<file path="src/core/lpm_cfg.svh">
// constants for the transceiver low-power mode controller
`ifndef LPM_CFG_SVH
`define LPM_CFG_SVH
// control bit positions in the management register image
`define PSAVE_BIT 10
`define ENERGY_PD_BIT 11
`define PLLOFF_BIT 4
`define PDOWN_BIT 11
`define SLOWOSC_BIT 5
`define SWRESET_BIT 15
// reset values of the control bits
`define PSAVE_RST 1'h0
`define ENERGY_PD_N_RST 1'h1
`define PLLOFF_RST 1'h0
`define PDOWN_RST 1'h0
`define SLOWOSC_RST 1'h0
// link pulse interval in microseconds, normal and stretched
`define LP_INTERVAL_US 16
`define LP_LONG_INTERVAL_US 256
`define CLK_MHZ 200
// software reset pulse length in cycles
`define SWRST_CYCLES 4'h8
// gate enables out of reset: all on, reference from the crystal input
`define GATE_ON 7'h7D
`endif

</file>
<file path="src/core/lpm_pkg.sv">
// types for the transceiver low-power mode controller
`default_nettype none
package lpm_pkg;
	typedef enum logic [4:0] {
		ST_NORMAL = 5'h01,
		ST_PSAVE = 5'h02,
		ST_ENERGY_PD = 5'h04,
		ST_PDOWN = 5'h08,
		ST_SLOW = 5'h10
	} pwr_state_type;
	// enables toward the analogue and clock parts
	typedef struct packed {
		logic rx_en;
		logic tx_en;
		logic energy_det_en;
		logic pll_en;
		logic dsp_en;
		logic ref_clk_sel;
		logic core_en;
	} pwr_gate_type;
	// control bits as written by the management host
	typedef struct packed {
		logic psave;
		logic energy_detect_powerdown_n;
		logic pll_off;
		logic pdown;
		logic slow_osc;
	} pwr_ctrl_type;
endpackage
`default_nettype wire

</file>
<file path="src/core/phy_low_power_mode_control.sv">
// power-mode sequencer for a 10/100 transceiver
// ==============================================
`timescale 1ns/1ps
`default_nettype none
`include "lpm_cfg.svh"
module phy_low_power_mode_control
	import lpm_pkg::*;
#(
	// link pulse spacing in clock cycles, normal and stretched
	parameter int LP_CYCLES = `LP_INTERVAL_US * `CLK_MHZ,
	parameter int LP_LONG_CYCLES = `LP_LONG_INTERVAL_US * `CLK_MHZ
)(
	// clock and reset
	input wire logic mclk_i,
	input wire logic rst_n_i,
	// control bits from the management register file
	input wire pwr_ctrl_type ctrl_i,
	input wire logic sw_reset_i,
	input wire logic long_pulse_i,
	// line and negotiation status
	input wire logic autoneg_en_i,
	input wire logic link_up_i,
	input wire logic energy_det_i,
	// outputs, each straight from a flip-flop
	output var pwr_gate_type gate_o,
	output var logic link_pulse_o,
	output var logic soft_reset_o,
	output var logic mgmt_en_o,
	output var pwr_state_type state_o
);

	// ==============================================
	// mode qualification
	// ==============================================
	wire logic idle_line;
	wire logic want_psave;
	wire logic want_energy_pd;
	wire logic want_pdown;
	wire logic want_slow;
	wire logic mode_change;

	// autoneg and no link
	// the cable-driven modes must drop out at once when a partner shows up
	assign idle_line = autoneg_en_i & ~link_up_i;
	assign want_psave = ctrl_i.psave & idle_line;
	// a zero in the control bit asks for energy-detect power-down
	assign want_energy_pd = ~ctrl_i.energy_detect_powerdown_n & idle_line;
	assign want_pdown = ctrl_i.pdown;
	assign want_slow = ctrl_i.slow_osc;

	pwr_state_type state_q, state_d;
	logic wake_q;
	logic [31:0] lp_cnt_q;
	logic [3:0] rst_cnt_q;
	pwr_gate_type gate_d;

	// next state: power-down outranks the cable-driven modes
	// slow oscillator alone is held off: a live transceiver cannot run from it,
	// so it only takes over together with power-down
	always_comb
	begin
		if (want_pdown & want_slow)
			state_d = ST_SLOW;
		else if (want_pdown)
			state_d = ST_PDOWN;
		else if (want_energy_pd)
			state_d = ST_ENERGY_PD;
		else if (want_psave)
			state_d = ST_PSAVE;
		else
			state_d = ST_NORMAL;
	end

	// ==============================================
	// gate decode per state
	// ==============================================
	always_comb
	begin
		// everything on unless the mode below says otherwise
		gate_d = pwr_gate_type'(`GATE_ON);
		unique case (state_d)
			ST_NORMAL: ;
			ST_PSAVE:
			begin
				gate_d.rx_en = wake_q;
				gate_d.dsp_en = wake_q;
			end
			ST_ENERGY_PD:
			begin
				gate_d.rx_en = wake_q;
				gate_d.dsp_en = wake_q;
				gate_d.pll_en = ~ctrl_i.pll_off | wake_q;
			end
			ST_PDOWN, ST_SLOW:
			begin
				gate_d = '0;
				gate_d.ref_clk_sel = (state_d == ST_SLOW);
			end
		endcase
	end

	// ==============================================
	// state and gate registers
	// ==============================================
	// reset leaves all modes off
	always_ff @(posedge mclk_i or negedge rst_n_i)
	begin
		if (!rst_n_i)
		begin
			state_q <= ST_NORMAL;
			gate_o <= pwr_gate_type'(`GATE_ON);
		end
		else
		begin
			state_q <= state_d;
			gate_o <= gate_d;
		end
	end
	assign state_o = state_q;

	// a new mode is asleep from its second cycle on; energy seen in the switching cycle is
	// not lost for long, since the detector keeps reporting it
	assign mode_change = (state_d != state_q);

	// energy wakes blocks, held while mode stays
	always_ff @(posedge mclk_i or negedge rst_n_i)
	begin
		if (!rst_n_i)
			wake_q <= 1'h0;
		else if (mode_change)
			wake_q <= 1'h0;
		else if (energy_det_i)
			wake_q <= 1'h1;
	end

	// ==============================================
	// link pulse timer
	// ==============================================
	// wide counter so a stretched interval fits at the full clock rate
	wire logic [31:0] lp_limit;
	wire logic lp_active;
	wire logic lp_wrap;
	// longer interval in energy-detect when asked
	assign lp_limit = (state_q == ST_ENERGY_PD && long_pulse_i) ?
		32'(LP_LONG_CYCLES - 1) : 32'(LP_CYCLES - 1);
	// pulses only while waiting for a partner on an idle line
	assign lp_active = (state_q == ST_PSAVE) || (state_q == ST_ENERGY_PD);
	// >= rather than == so a shorter limit mid-count cannot be skipped
	assign lp_wrap = (lp_cnt_q >= lp_limit);

	always_ff @(posedge mclk_i or negedge rst_n_i)
	begin
		if (!rst_n_i)
		begin
			lp_cnt_q <= 32'h0;
			link_pulse_o <= 1'h0;
		end
		else if (lp_active)
		begin
			link_pulse_o <= lp_wrap;
			lp_cnt_q <= lp_wrap ? 32'h0 : lp_cnt_q + 32'h1;
		end
		else
		begin
			lp_cnt_q <= 32'h0;
			link_pulse_o <= 1'h0;
		end
	end

	// ==============================================
	// software reset and management enable
	// ==============================================
	wire logic rst_take;
	wire logic rst_busy;
	// reset only honoured once slow and power-down cleared
	// a reset while still asleep would restart a part that is not yet clocked
	assign rst_take = sw_reset_i & ~want_slow & ~want_pdown;
	// counter holds the pulse on for the rest of its length
	assign rst_busy = (rst_cnt_q > 4'h1);

	// management side is never gated, so the host can always write its way out
	always_ff @(posedge mclk_i or negedge rst_n_i)
	begin
		if (!rst_n_i)
		begin
			rst_cnt_q <= 4'h0;
			soft_reset_o <= 1'h0;
			mgmt_en_o <= 1'h0;
		end
		else
		begin
			mgmt_en_o <= 1'h1;
			if (rst_take)
				rst_cnt_q <= `SWRST_CYCLES;
			else if (rst_cnt_q != 4'h0)
				rst_cnt_q <= rst_cnt_q - 4'h1;
			soft_reset_o <= rst_take | rst_busy;
		end
	end

endmodule // phy_low_power_mode_control
`default_nettype wire

</file>
<file path="config.mk">
export PLATFORM = sky130hd
export DESIGN_NAME = phy_low_power_mode_control
export DESIGN_NICKNAME = d
export VERILOG_FILES = /design/src/core/lpm_pkg.sv /design/src/core/phy_low_power_mode_control.sv
export VERILOG_INCLUDE_DIRS = /design/src /design/src/core
export SDC_FILE = /design/constraint.sdc
export NUM_CORES = 1
export LEC_CHECK = 0
export BUFFER_PORTS_ARGS = -buffer_cell sky130_fd_sc_hd__buf_4
export CORE_MARGIN = 2
export CORE_UTILIZATION = 61
export DETAILED_ROUTE_END_ITERATION = 8
export GPL_ROUTABILITY_DRIVEN = 0
export PLACE_DENSITY_LB_ADDON = 0.15
export SLEW_MARGIN = 20
export SYNTH_ARGS = -nofsm -noshare
export SYNTH_HDL_FRONTEND = slang
export SYNTH_SLANG_ARGS = --single-unit
export TNS_END_PERCENT = 10
</file>
<file path="constraint.sdc">
create_clock -name mclk_i -period 3.95 [get_ports mclk_i]
set_input_delay 0.5925 -clock mclk_i [delete_from_list [all_inputs] [get_ports mclk_i]]
set_output_delay 0.5925 -clock mclk_i [all_outputs]
set_load 0.02 [all_outputs]
</file>
==> results of run 1 <==
[synthesized netlist by cell type (2+ instances only)]
cell,n
sky130_fd_sc_hd__nor2b_1,2
sky130_fd_sc_hd__conb_1,2
sky130_fd_sc_hd__nor4_1,7
sky130_fd_sc_hd__xor2_1,4
sky130_fd_sc_hd__a211oi_1,2
sky130_fd_sc_hd__and3_1,4
sky130_fd_sc_hd__ha_1,10
sky130_fd_sc_hd__and2b_1,2
sky130_fd_sc_hd__nand4_1,5
sky130_fd_sc_hd__nand3b_1,2
sky130_fd_sc_hd__buf_4,4
sky130_fd_sc_hd__o21ai_0,3
sky130_fd_sc_hd__a31oi_1,3
sky130_fd_sc_hd__nor2_1,11
sky130_fd_sc_hd__nand2_1,7
sky130_fd_sc_hd__dfrtp_1,44
sky130_fd_sc_hd__xnor2_1,14
sky130_fd_sc_hd__inv_1,7
sky130_fd_sc_hd__nand3_1,8
sky130_fd_sc_hd__dfstp_2,4
sky130_fd_sc_hd__a21oi_1,5
sky130_fd_sc_hd__nor3_1,22
sky130_fd_sc_hd__nand2b_1,4
[flip-flops by register name (all words and copies together) (netlist names)]
register / count
rst_cnt_q: 4
gate_o: 4
wake_q: 1
link_pulse_o: 1
lp_cnt_q: 32
mgmt_en_o: 1
state_o: 4
soft_reset_o: 1
[cell type report]
type,instances,share of cell area
sequential,48,0.480
multi-input combinational,145,0.373
clock buffer,6,0.0204
timing repair buffer,26,0.0777
inverter,7,0.0105
tap,46,0.0229
clock inverter,2,0.0154
[through the flow]
step	util	total power [uW]	cell area, um2	instances	setup slack (ns)
3_3_place_gp	0.720	720	2420	272	1.30
5_1_grt	0.747	1100	2510	280	0.590
2_1_floorplan	-	676	2210	206	1.43
4_1_cts	0.747	1040	2510	280	0.924
6_report	0.747	1030	2510	280	0.940
3_5_place_dp	0.720	737	2420	272	0.958
[metal layers]
layer / global-route usage / routed length [um] / vias up
met1: 0.264 / 1630 / 744
met4: 0.0870 / 71 / 0
met2: 0.414 / 2130 / 41
li1: - / - / 737
met5: 0 / 0 / -
met3: 0.0589 / 193 / 8
[critical path: cells and delay by family, from the launching register on]
kind	cells	cell delay (ns)
and+or+nand+nor	4	1.51
AOI/OAI and AO/OA	2	0.54
DFF	1	0.44
adders and majority gates	1	0.42
[worst min-delay path by stage]
stage | start | to | cells past startpoint
finish | rst_n_i | lp_cnt_q[1] | 1
global route | rst_n_i | lp_cnt_q[1] | 1
CTS | rst_n_i | lp_cnt_q[1] | 1
detailed placement | lp_cnt_q[0] | lp_cnt_q[0] | 1
global placement | lp_cnt_q[0] | lp_cnt_q[0] | 1
floorplan | rst_n_i | gate_o[1] | 0
[where the power goes]
group	internal, uW	switching (uW)
clock network	152	153
registers	533	27.2
logic	76.1	91.7
total	761	272
[cells by family (layout without fill, tap and decap cells)]
| kind of cell | count (synthesis) | count (layout) | share of synthesized area |
|---|---|---|---|
| buffers and inverters | 13 | 41 | 0.0330 |
| adder cells (fa/ha/maj) | 10 | 10 | 0.0579 |
| flip-flops | 48 | 48 | 0.558 |
| AND/OR/NAND/NOR | 82 | 82 | 0.210 |
| other | 2 | 16 | 0.00347 |
| XOR/XNOR | 18 | 18 | 0.0729 |
| AO/OA/AOI/OAI | 19 | 19 | 0.0648 |
==> load_flow_metrics.sql, run 1 <==
INSERT INTO impl_metrics (metric_group, metric, value, unit) VALUES
('min_path', 'min-delay-path-class', 'in -> async', ''),
('power', 'vdd_drop_max', '0.000355', 'V'),
('critical_path', 'crit_path_max_incr_delay', '0.44', 'ns'),
('critical_path', 'worst_r2r_path_depth', '7', ''),
('finish', 'layout_commonest_cell', 'sky130_fd_sc_hd__dfrtp_1', ''),
('critical_path', 'path_cells', 'nor3_1 > nand3_1 > ha_1 > a211oi_1 > o2111a_2 > nand4_1 > nor3_1', ''),
('route', 'routed_wire_length_per_instance', '14.4', 'um'),
('timing', 'fin_tns_setup', '0', 'ns'),
('timing', 'setup_violations', '0', ''),
('critical_path', 'worstReg2RegStart', 'state_o[3]', ''),
('global_routing', 'gr-usage-all-layers', '0.231', ''),
('route', 'route.detailed.drc', '0', ''),
('synth', 'synth.ff_latch_count', '48', ''),
('timing', 'worst-slew-pin-transition', '0.571', 'ns'),
('finish', 'layout_common_cells', 'sky130_fd_sc_hd__dfrtp_1, sky130_fd_sc_hd__buf_4, sky130_fd_sc_hd__nor3_1, sky130_fd_sc_hd__conb_1, sky130_fd_sc_hd__xnor2_1', ''),
('synth', 'synth_warnings', '0', ''),
('cts', 'clk_lat_worst_skew', '0.37', 'ns'),
('cts', 'clock_tree.htree_level_count', '2', ''),
('synth', 'count_of_different_cell_masters_after_synthesis', '39', ''),
('global_routing', 'global_route.overflow_total', '0', ''),
('synth', 'synth_top_area_cell', 'sky130_fd_sc_hd__dfrtp_1', ''),
('synth', 'synth_sequential_area_ratio', '0.558', ''),
('critical_path', 'slowest_stage', 'sky130_fd_sc_hd__dfrtp_1', ''),
('cts', 'tritoncts_clock_tree', 'built', ''),
('cts', 'clock_sink_count', '48', ''),
('cts', 'clockBufferDepth', '2', ''),
('critical_path', 'critical_path.startpoint', 'state_o[3]', ''),
('route', 'avgViaCountPerCell', '5.46', ''),
('finish', 'multi_input_comb_area', '937', 'um2'),
('die', 'floorplan.core_area', '3360', 'um2'),
('die', 'num_rows', '21', ''),
('die', 'die_area', '4040', 'um2'),
('cts', 'cts_buffer_count', '5', ''),
('critical_path', 'worstSetupEndpointType', 'register', ''),
('critical_path', 'worstPathMaxFanout', '11', ''),
('timing', 'finalClockSkew', '0.0118', 'ns'),
('synth', 'synth_enable_flop_cells', '0', ''),
('power', 'power.leakage', '0.00111', 'uW'),
('placed_design', 'place.port_buffers', '26', ''),
('global_routing', 'grt_antenna_before_repair', '0', ''),
('cts', 'cts_hold_buf', '0', ''),
('timing', 'period_needed', '3.01', 'ns'),
('critical_path', 'criticalPathCategory', 'reg -> reg', ''),
('status', 'run_status', 'complete, no violations', ''),
('synth', 'synth_cells', '192', ''),
('timing', 'min_period_over_period', '0.762', ''),
('run', 'cap_violations', '0', ''),
('synth', 'yosysTopAreaCellShare', '0.509', ''),
('die', 'chipHeight', '63.5', 'um'),
('route', 'dr.first_iter.drc_count', '73', ''),
('die', 'x_dimension_of_the_die', '63.5', 'um'),
('timing', 'setup_repair_after_global_routing_missed_its_margin', 'false', ''),
('synth', 'syn-mean-instance-area', '11.3', 'um2'),
('timing', 'final_hold_slack', '0.203', 'ns'),
('route', 'drt-pass1-iter-count', '4', ''),
('route', 'vias', '1530', ''),
('critical_path', 'timing.critical_path.mode_cell', 'sky130_fd_sc_hd__nor3_1', ''),
('synth', 'synth.cell_area', '2160', 'um2'),
('synth', 'yosys_most_used_dff', 'sky130_fd_sc_hd__dfrtp_1', ''),
('finish', 'antenna-diode-count', '0', ''),
('timing', 'report.final.slew_viol_count', '0', ''),
('critical_path', 'critPathRequiredTime', '4.22', 'ns'),
('global_routing', 'first_global_vias', '1616', ''),
('finish', 'fill_cells', '248', ''),
('timing', 'slew-limit-headroom', '0.619', ''),
('timing', 'max_clock_freq', '332', 'MHz'),
('critical_path', 'worst_setup_start_kind', 'register', ''),
('finish', 'fin_nets', '255', ''),
('cts', 'post_cts.resized_instances', '0', ''),
('critical_path', 'critPathArrivalTime', '3.28', 'ns'),
('power', 'p_per_area', '411', 'nW/um2');
Note: power is estimated with default switching activity, not from simulation.
==> inputs of run 2 (changes only) <==
--- a/config.mk
+++ b/config.mk
@@ -8,7 +8,7 @@
 export LEC_CHECK = 0
 export BUFFER_PORTS_ARGS = -buffer_cell sky130_fd_sc_hd__buf_4
 export CORE_MARGIN = 2
-export CORE_UTILIZATION = 61
+export CORE_UTILIZATION = 51
 export DETAILED_ROUTE_END_ITERATION = 8
 export GPL_ROUTABILITY_DRIVEN = 0
 export PLACE_DENSITY_LB_ADDON = 0.15
==> constraint.sdc (replaced) <==
create_clock -name mclk_i -period 2.5 [get_ports mclk_i]
set_input_delay 0.375 -clock mclk_i [delete_from_list [all_inputs] [get_ports mclk_i]]
set_output_delay 0.375 -clock mclk_i [all_outputs]
set_load 0.02 [all_outputs]
==> load_flow_metrics.sql, run 2 (same netlist as run 1, synthesis figures left out) <==
INSERT INTO impl_metrics (metric_group, metric, value, unit) VALUES
('status', 'run_status', 'complete, no violations', ''),
('timing', 'slew-limit-headroom', '0.615', ''),
('placed_design', 'dp.cells', '278', ''),
('critical_path', 'slowest_stage', 'sky130_fd_sc_hd__or4_4', ''),
('timing', 'min_period_over_period', '0.929', ''),
('placed_design', 'place.port_buffers', '26', ''),
('finish', 'fin_nets', '257', ''),
('power', 'power_frac_clock', '0.295', ''),
('critical_path', 'critPathRequiredTime', '2.68', 'ns'),
('critical_path', 'critPathArrivalTime', '2.50', 'ns'),
('cts', 'clock_sink_count', '48', ''),
('cts', 'cts_hold_buf', '0', ''),
('die', 'chipHeight', '69.1', 'um'),
('die', 'floorplan.core_area', '4030', 'um2'),
('cts', 'clock_tree.htree_level_count', '2', ''),
('cts', 'clock-root-buffer', 'sky130_fd_sc_hd__clkbuf_8', ''),
('cts', 'path_clk_slew', '0.09', 'ns'),
('critical_path', 'worstPathMaxFanout', '7', ''),
('run', 'cap_violations', '0', ''),
('route', 'vias', '1532', ''),
('finish', 'layout.area.seq', '1210', 'um2'),
('timing', 'period_needed', '2.32', 'ns'),
('power', 'power.share.combinational', '0.162', ''),
('timing', 'setup_repair_after_global_routing_missed_its_margin', 'false', ''),
('die', 'initial_core_util', '0.537', ''),
('finish', 'layout_common_cells', 'sky130_fd_sc_hd__dfrtp_1, sky130_fd_sc_hd__buf_4, sky130_fd_sc_hd__nor3_1, sky130_fd_sc_hd__conb_1, sky130_fd_sc_hd__xnor2_1', ''),
('cts', 'cts_buffer_count', '5', ''),
('min_path', 'min-delay-path-class', 'in -> async', ''),
('finish', 'layout_commonest_cell', 'sky130_fd_sc_hd__dfrtp_1', ''),
('critical_path', 'worstPathBufferInverterCount', '0', ''),
('cts', 'number_of_post_cts_setup_repair_buffers', '0', ''),
('cts', 'clk_lat_worst_skew', '0.30', 'ns'),
('critical_path', 'timing.critical_path.max_delay_family', 'simple AND/OR/NAND/NOR gates', ''),
('critical_path', 'criticalPathCategory', 'reg -> reg', ''),
('timing', 'report.final.slew_viol_count', '0', ''),
('route', 'route.detailed.drc', '0', ''),
('timing', 'max_clock_freq', '431', 'MHz'),
('placed_design', 'total_half_perimeter_wirelength_after_legalization_and_detailed_placement', '2970', 'um'),
('critical_path', 'worst_setup_start_kind', 'register', ''),
('power', 'p_int', '1170', 'uW'),
('finish', 'final_cell_count_no_fill', '286', ''),
('critical_path', 'crit_path_max_incr_delay', '0.54', 'ns'),
('finish', 'largest_register_ffs', '32', ''),
('timing', 'finalClockSkew', '0.00601', 'ns'),
('route', 'avgViaCountPerCell', '5.36', ''),
('die', 'floorplan.io_pins', '27', ''),
('timing', 'worst-slew-pin-transition', '0.576', 'ns'),
('route', 'postRouteAntennaNets', '0', ''),
('power', 'p_sw', '465', 'uW'),
('cts', 'clockBufferDepth', '2', ''),
('finish', 'drive_gt1_frac', '0.216', ''),
('die', 'die_area', '4780', 'um2'),
('power', 'vdd_drop_max', '0.000617', 'V'),
('power', 'report.power.total', '1630', 'uW'),
('global_routing', 'grt_max_degree', '49', ''),
('finish', 'antenna-diode-count', '0', ''),
('power', 'sw_frac_of_total', '0.284', ''),
('global_routing', 'global_route.overflow_total', '0', ''),
('finish', 'max_flop_register', 'lp_cnt_q', ''),
('global_routing', 'grt_antenna_before_repair', '0', ''),
('route', 'drt-pass1-iter-count', '4', ''),
('timing', 'setup_violations', '0', ''),
('cts', 'tritoncts_clock_tree', 'built', ''),
('power', 'power.leakage', '0.00112', 'uW'),
('critical_path', 'path_cells', 'nor2b_1 > nand3_4 > ha_1 > nand4_1 > or4_4 > o211ai_4 > nor3_1', ''),
('global_routing', 'first_global_vias', '1607', ''),
('route', 'routed_wire_length_per_instance', '14.2', 'um'),
('finish', 'multi_input_comb_area', '983', 'um2'),
('timing', 'hold_violations', '0', ''),
('finish', 'layout-area-overhead-vs-synth', '19.5', '%'),
('die', 'x_dimension_of_the_die', '69.1', 'um'),
('finish', 'fill_cells', '334', ''),
('global_routing', 'gr-usage-all-layers', '0.190', ''),
('global_routing', 'grt_first_pass_wirelength', '7400', 'um'),
('die', 'num_rows', '23', ''),
('power', 'p_per_area', '633', 'nW/um2'),
('route', 'routed_wirelength', '4060', 'um'),
('critical_path', 'worstSetupEndpointType', 'register', ''),
('power', 'power_frac_seq', '0.543', ''),
('route', 'dr.first_iter.drc_count', '129', '');
run 2: cell count changes in the layout (fill, tap and decap cells not counted), moves of 2 or more:
cell                       before  now
sky130_fd_sc_hd__inv_6          0    2
sky130_fd_sc_hd__buf_4         26   28
sky130_fd_sc_hd__clkbuf_8       1    5
sky130_fd_sc_hd__clkbuf_4       5    0
run 2: power by group through the flow:
| stage | sequential (uW) | combinational (uW) | clock [uW] |
|---|---|---|---|
| detailed placement | 901 | 266 | 0 |
| CTS | 886 | 266 | 493 |
| finish | 888 | 265 | 482 |
| floorplan | 910 | 159 | 0 |
| global placement | 895 | 250 | 0 |
| global route | 898 | 301 | 540 |
run 2: routing by layer:
| layer | GRT usage | wire length, um |
|---|---|---|
| met1 | 0.249 | 1760 |
| met2 | 0.313 | 2140 |
| met3 | 0.0512 | 133 |
| met4 | 0.0523 | 30 |
| met5 | 0 | 0 |
run 2: path summary, 6_finish.rpt:
check	from	endpoint	slack [ns]	depth (start not counted)
max	state_o[2]	lp_cnt_q[4]	0.18	7
min	rst_n_i	lp_cnt_q[30]	0.07	1
max reg2reg	state_o[2]	lp_cnt_q[4]	0.18	7
min reg2reg	lp_cnt_q[0]	lp_cnt_q[0]	0.50	1
max in group asynchronous	rst_n_i	gate_o[3]	2.04	1
min in group mclk_i	ctrl_i[2]	gate_o[3]	0.22	2
run 2: layout make-up:
cell class | instances | area share
Tap cell | 50 | 0.0242
Sequential cell | 48 | 0.467
Clock buffer | 5 | 0.0266
Clock inverter | 3 | 0.0102
Timing Repair Buffer | 28 | 0.0814
Inverter | 7 | 0.0102
Multi-Input combinational cell | 145 | 0.381
run 2: timing repair:
item                                    in CTS  in global routing
cloned                                       0                  0
endpoints found under the setup margin      10                 18
resized for setup                            1                  5
pin swaps                                    0                  2
run 2: metrics by stage:
step / setup WS (ns) / cell area, um2 / utilization / setup TNS, ns / hold slack [ns]
2_1_floorplan: 0.0897 / 2220 / - / 0 / 0.0794
6_report: 0.178 / 2580 / 0.641 / 0 / 0.0666
3_3_place_gp: 0.0820 / 2450 / 0.607 / 0 / 0.406
3_5_place_dp: -0.0654 / 2450 / 0.607 / -0.503 / 0.420
5_1_grt: 0.0421 / 2580 / 0.641 / 0 / 0.0993
4_1_cts: 0.00941 / 2550 / 0.632 / 0 / 0.0819
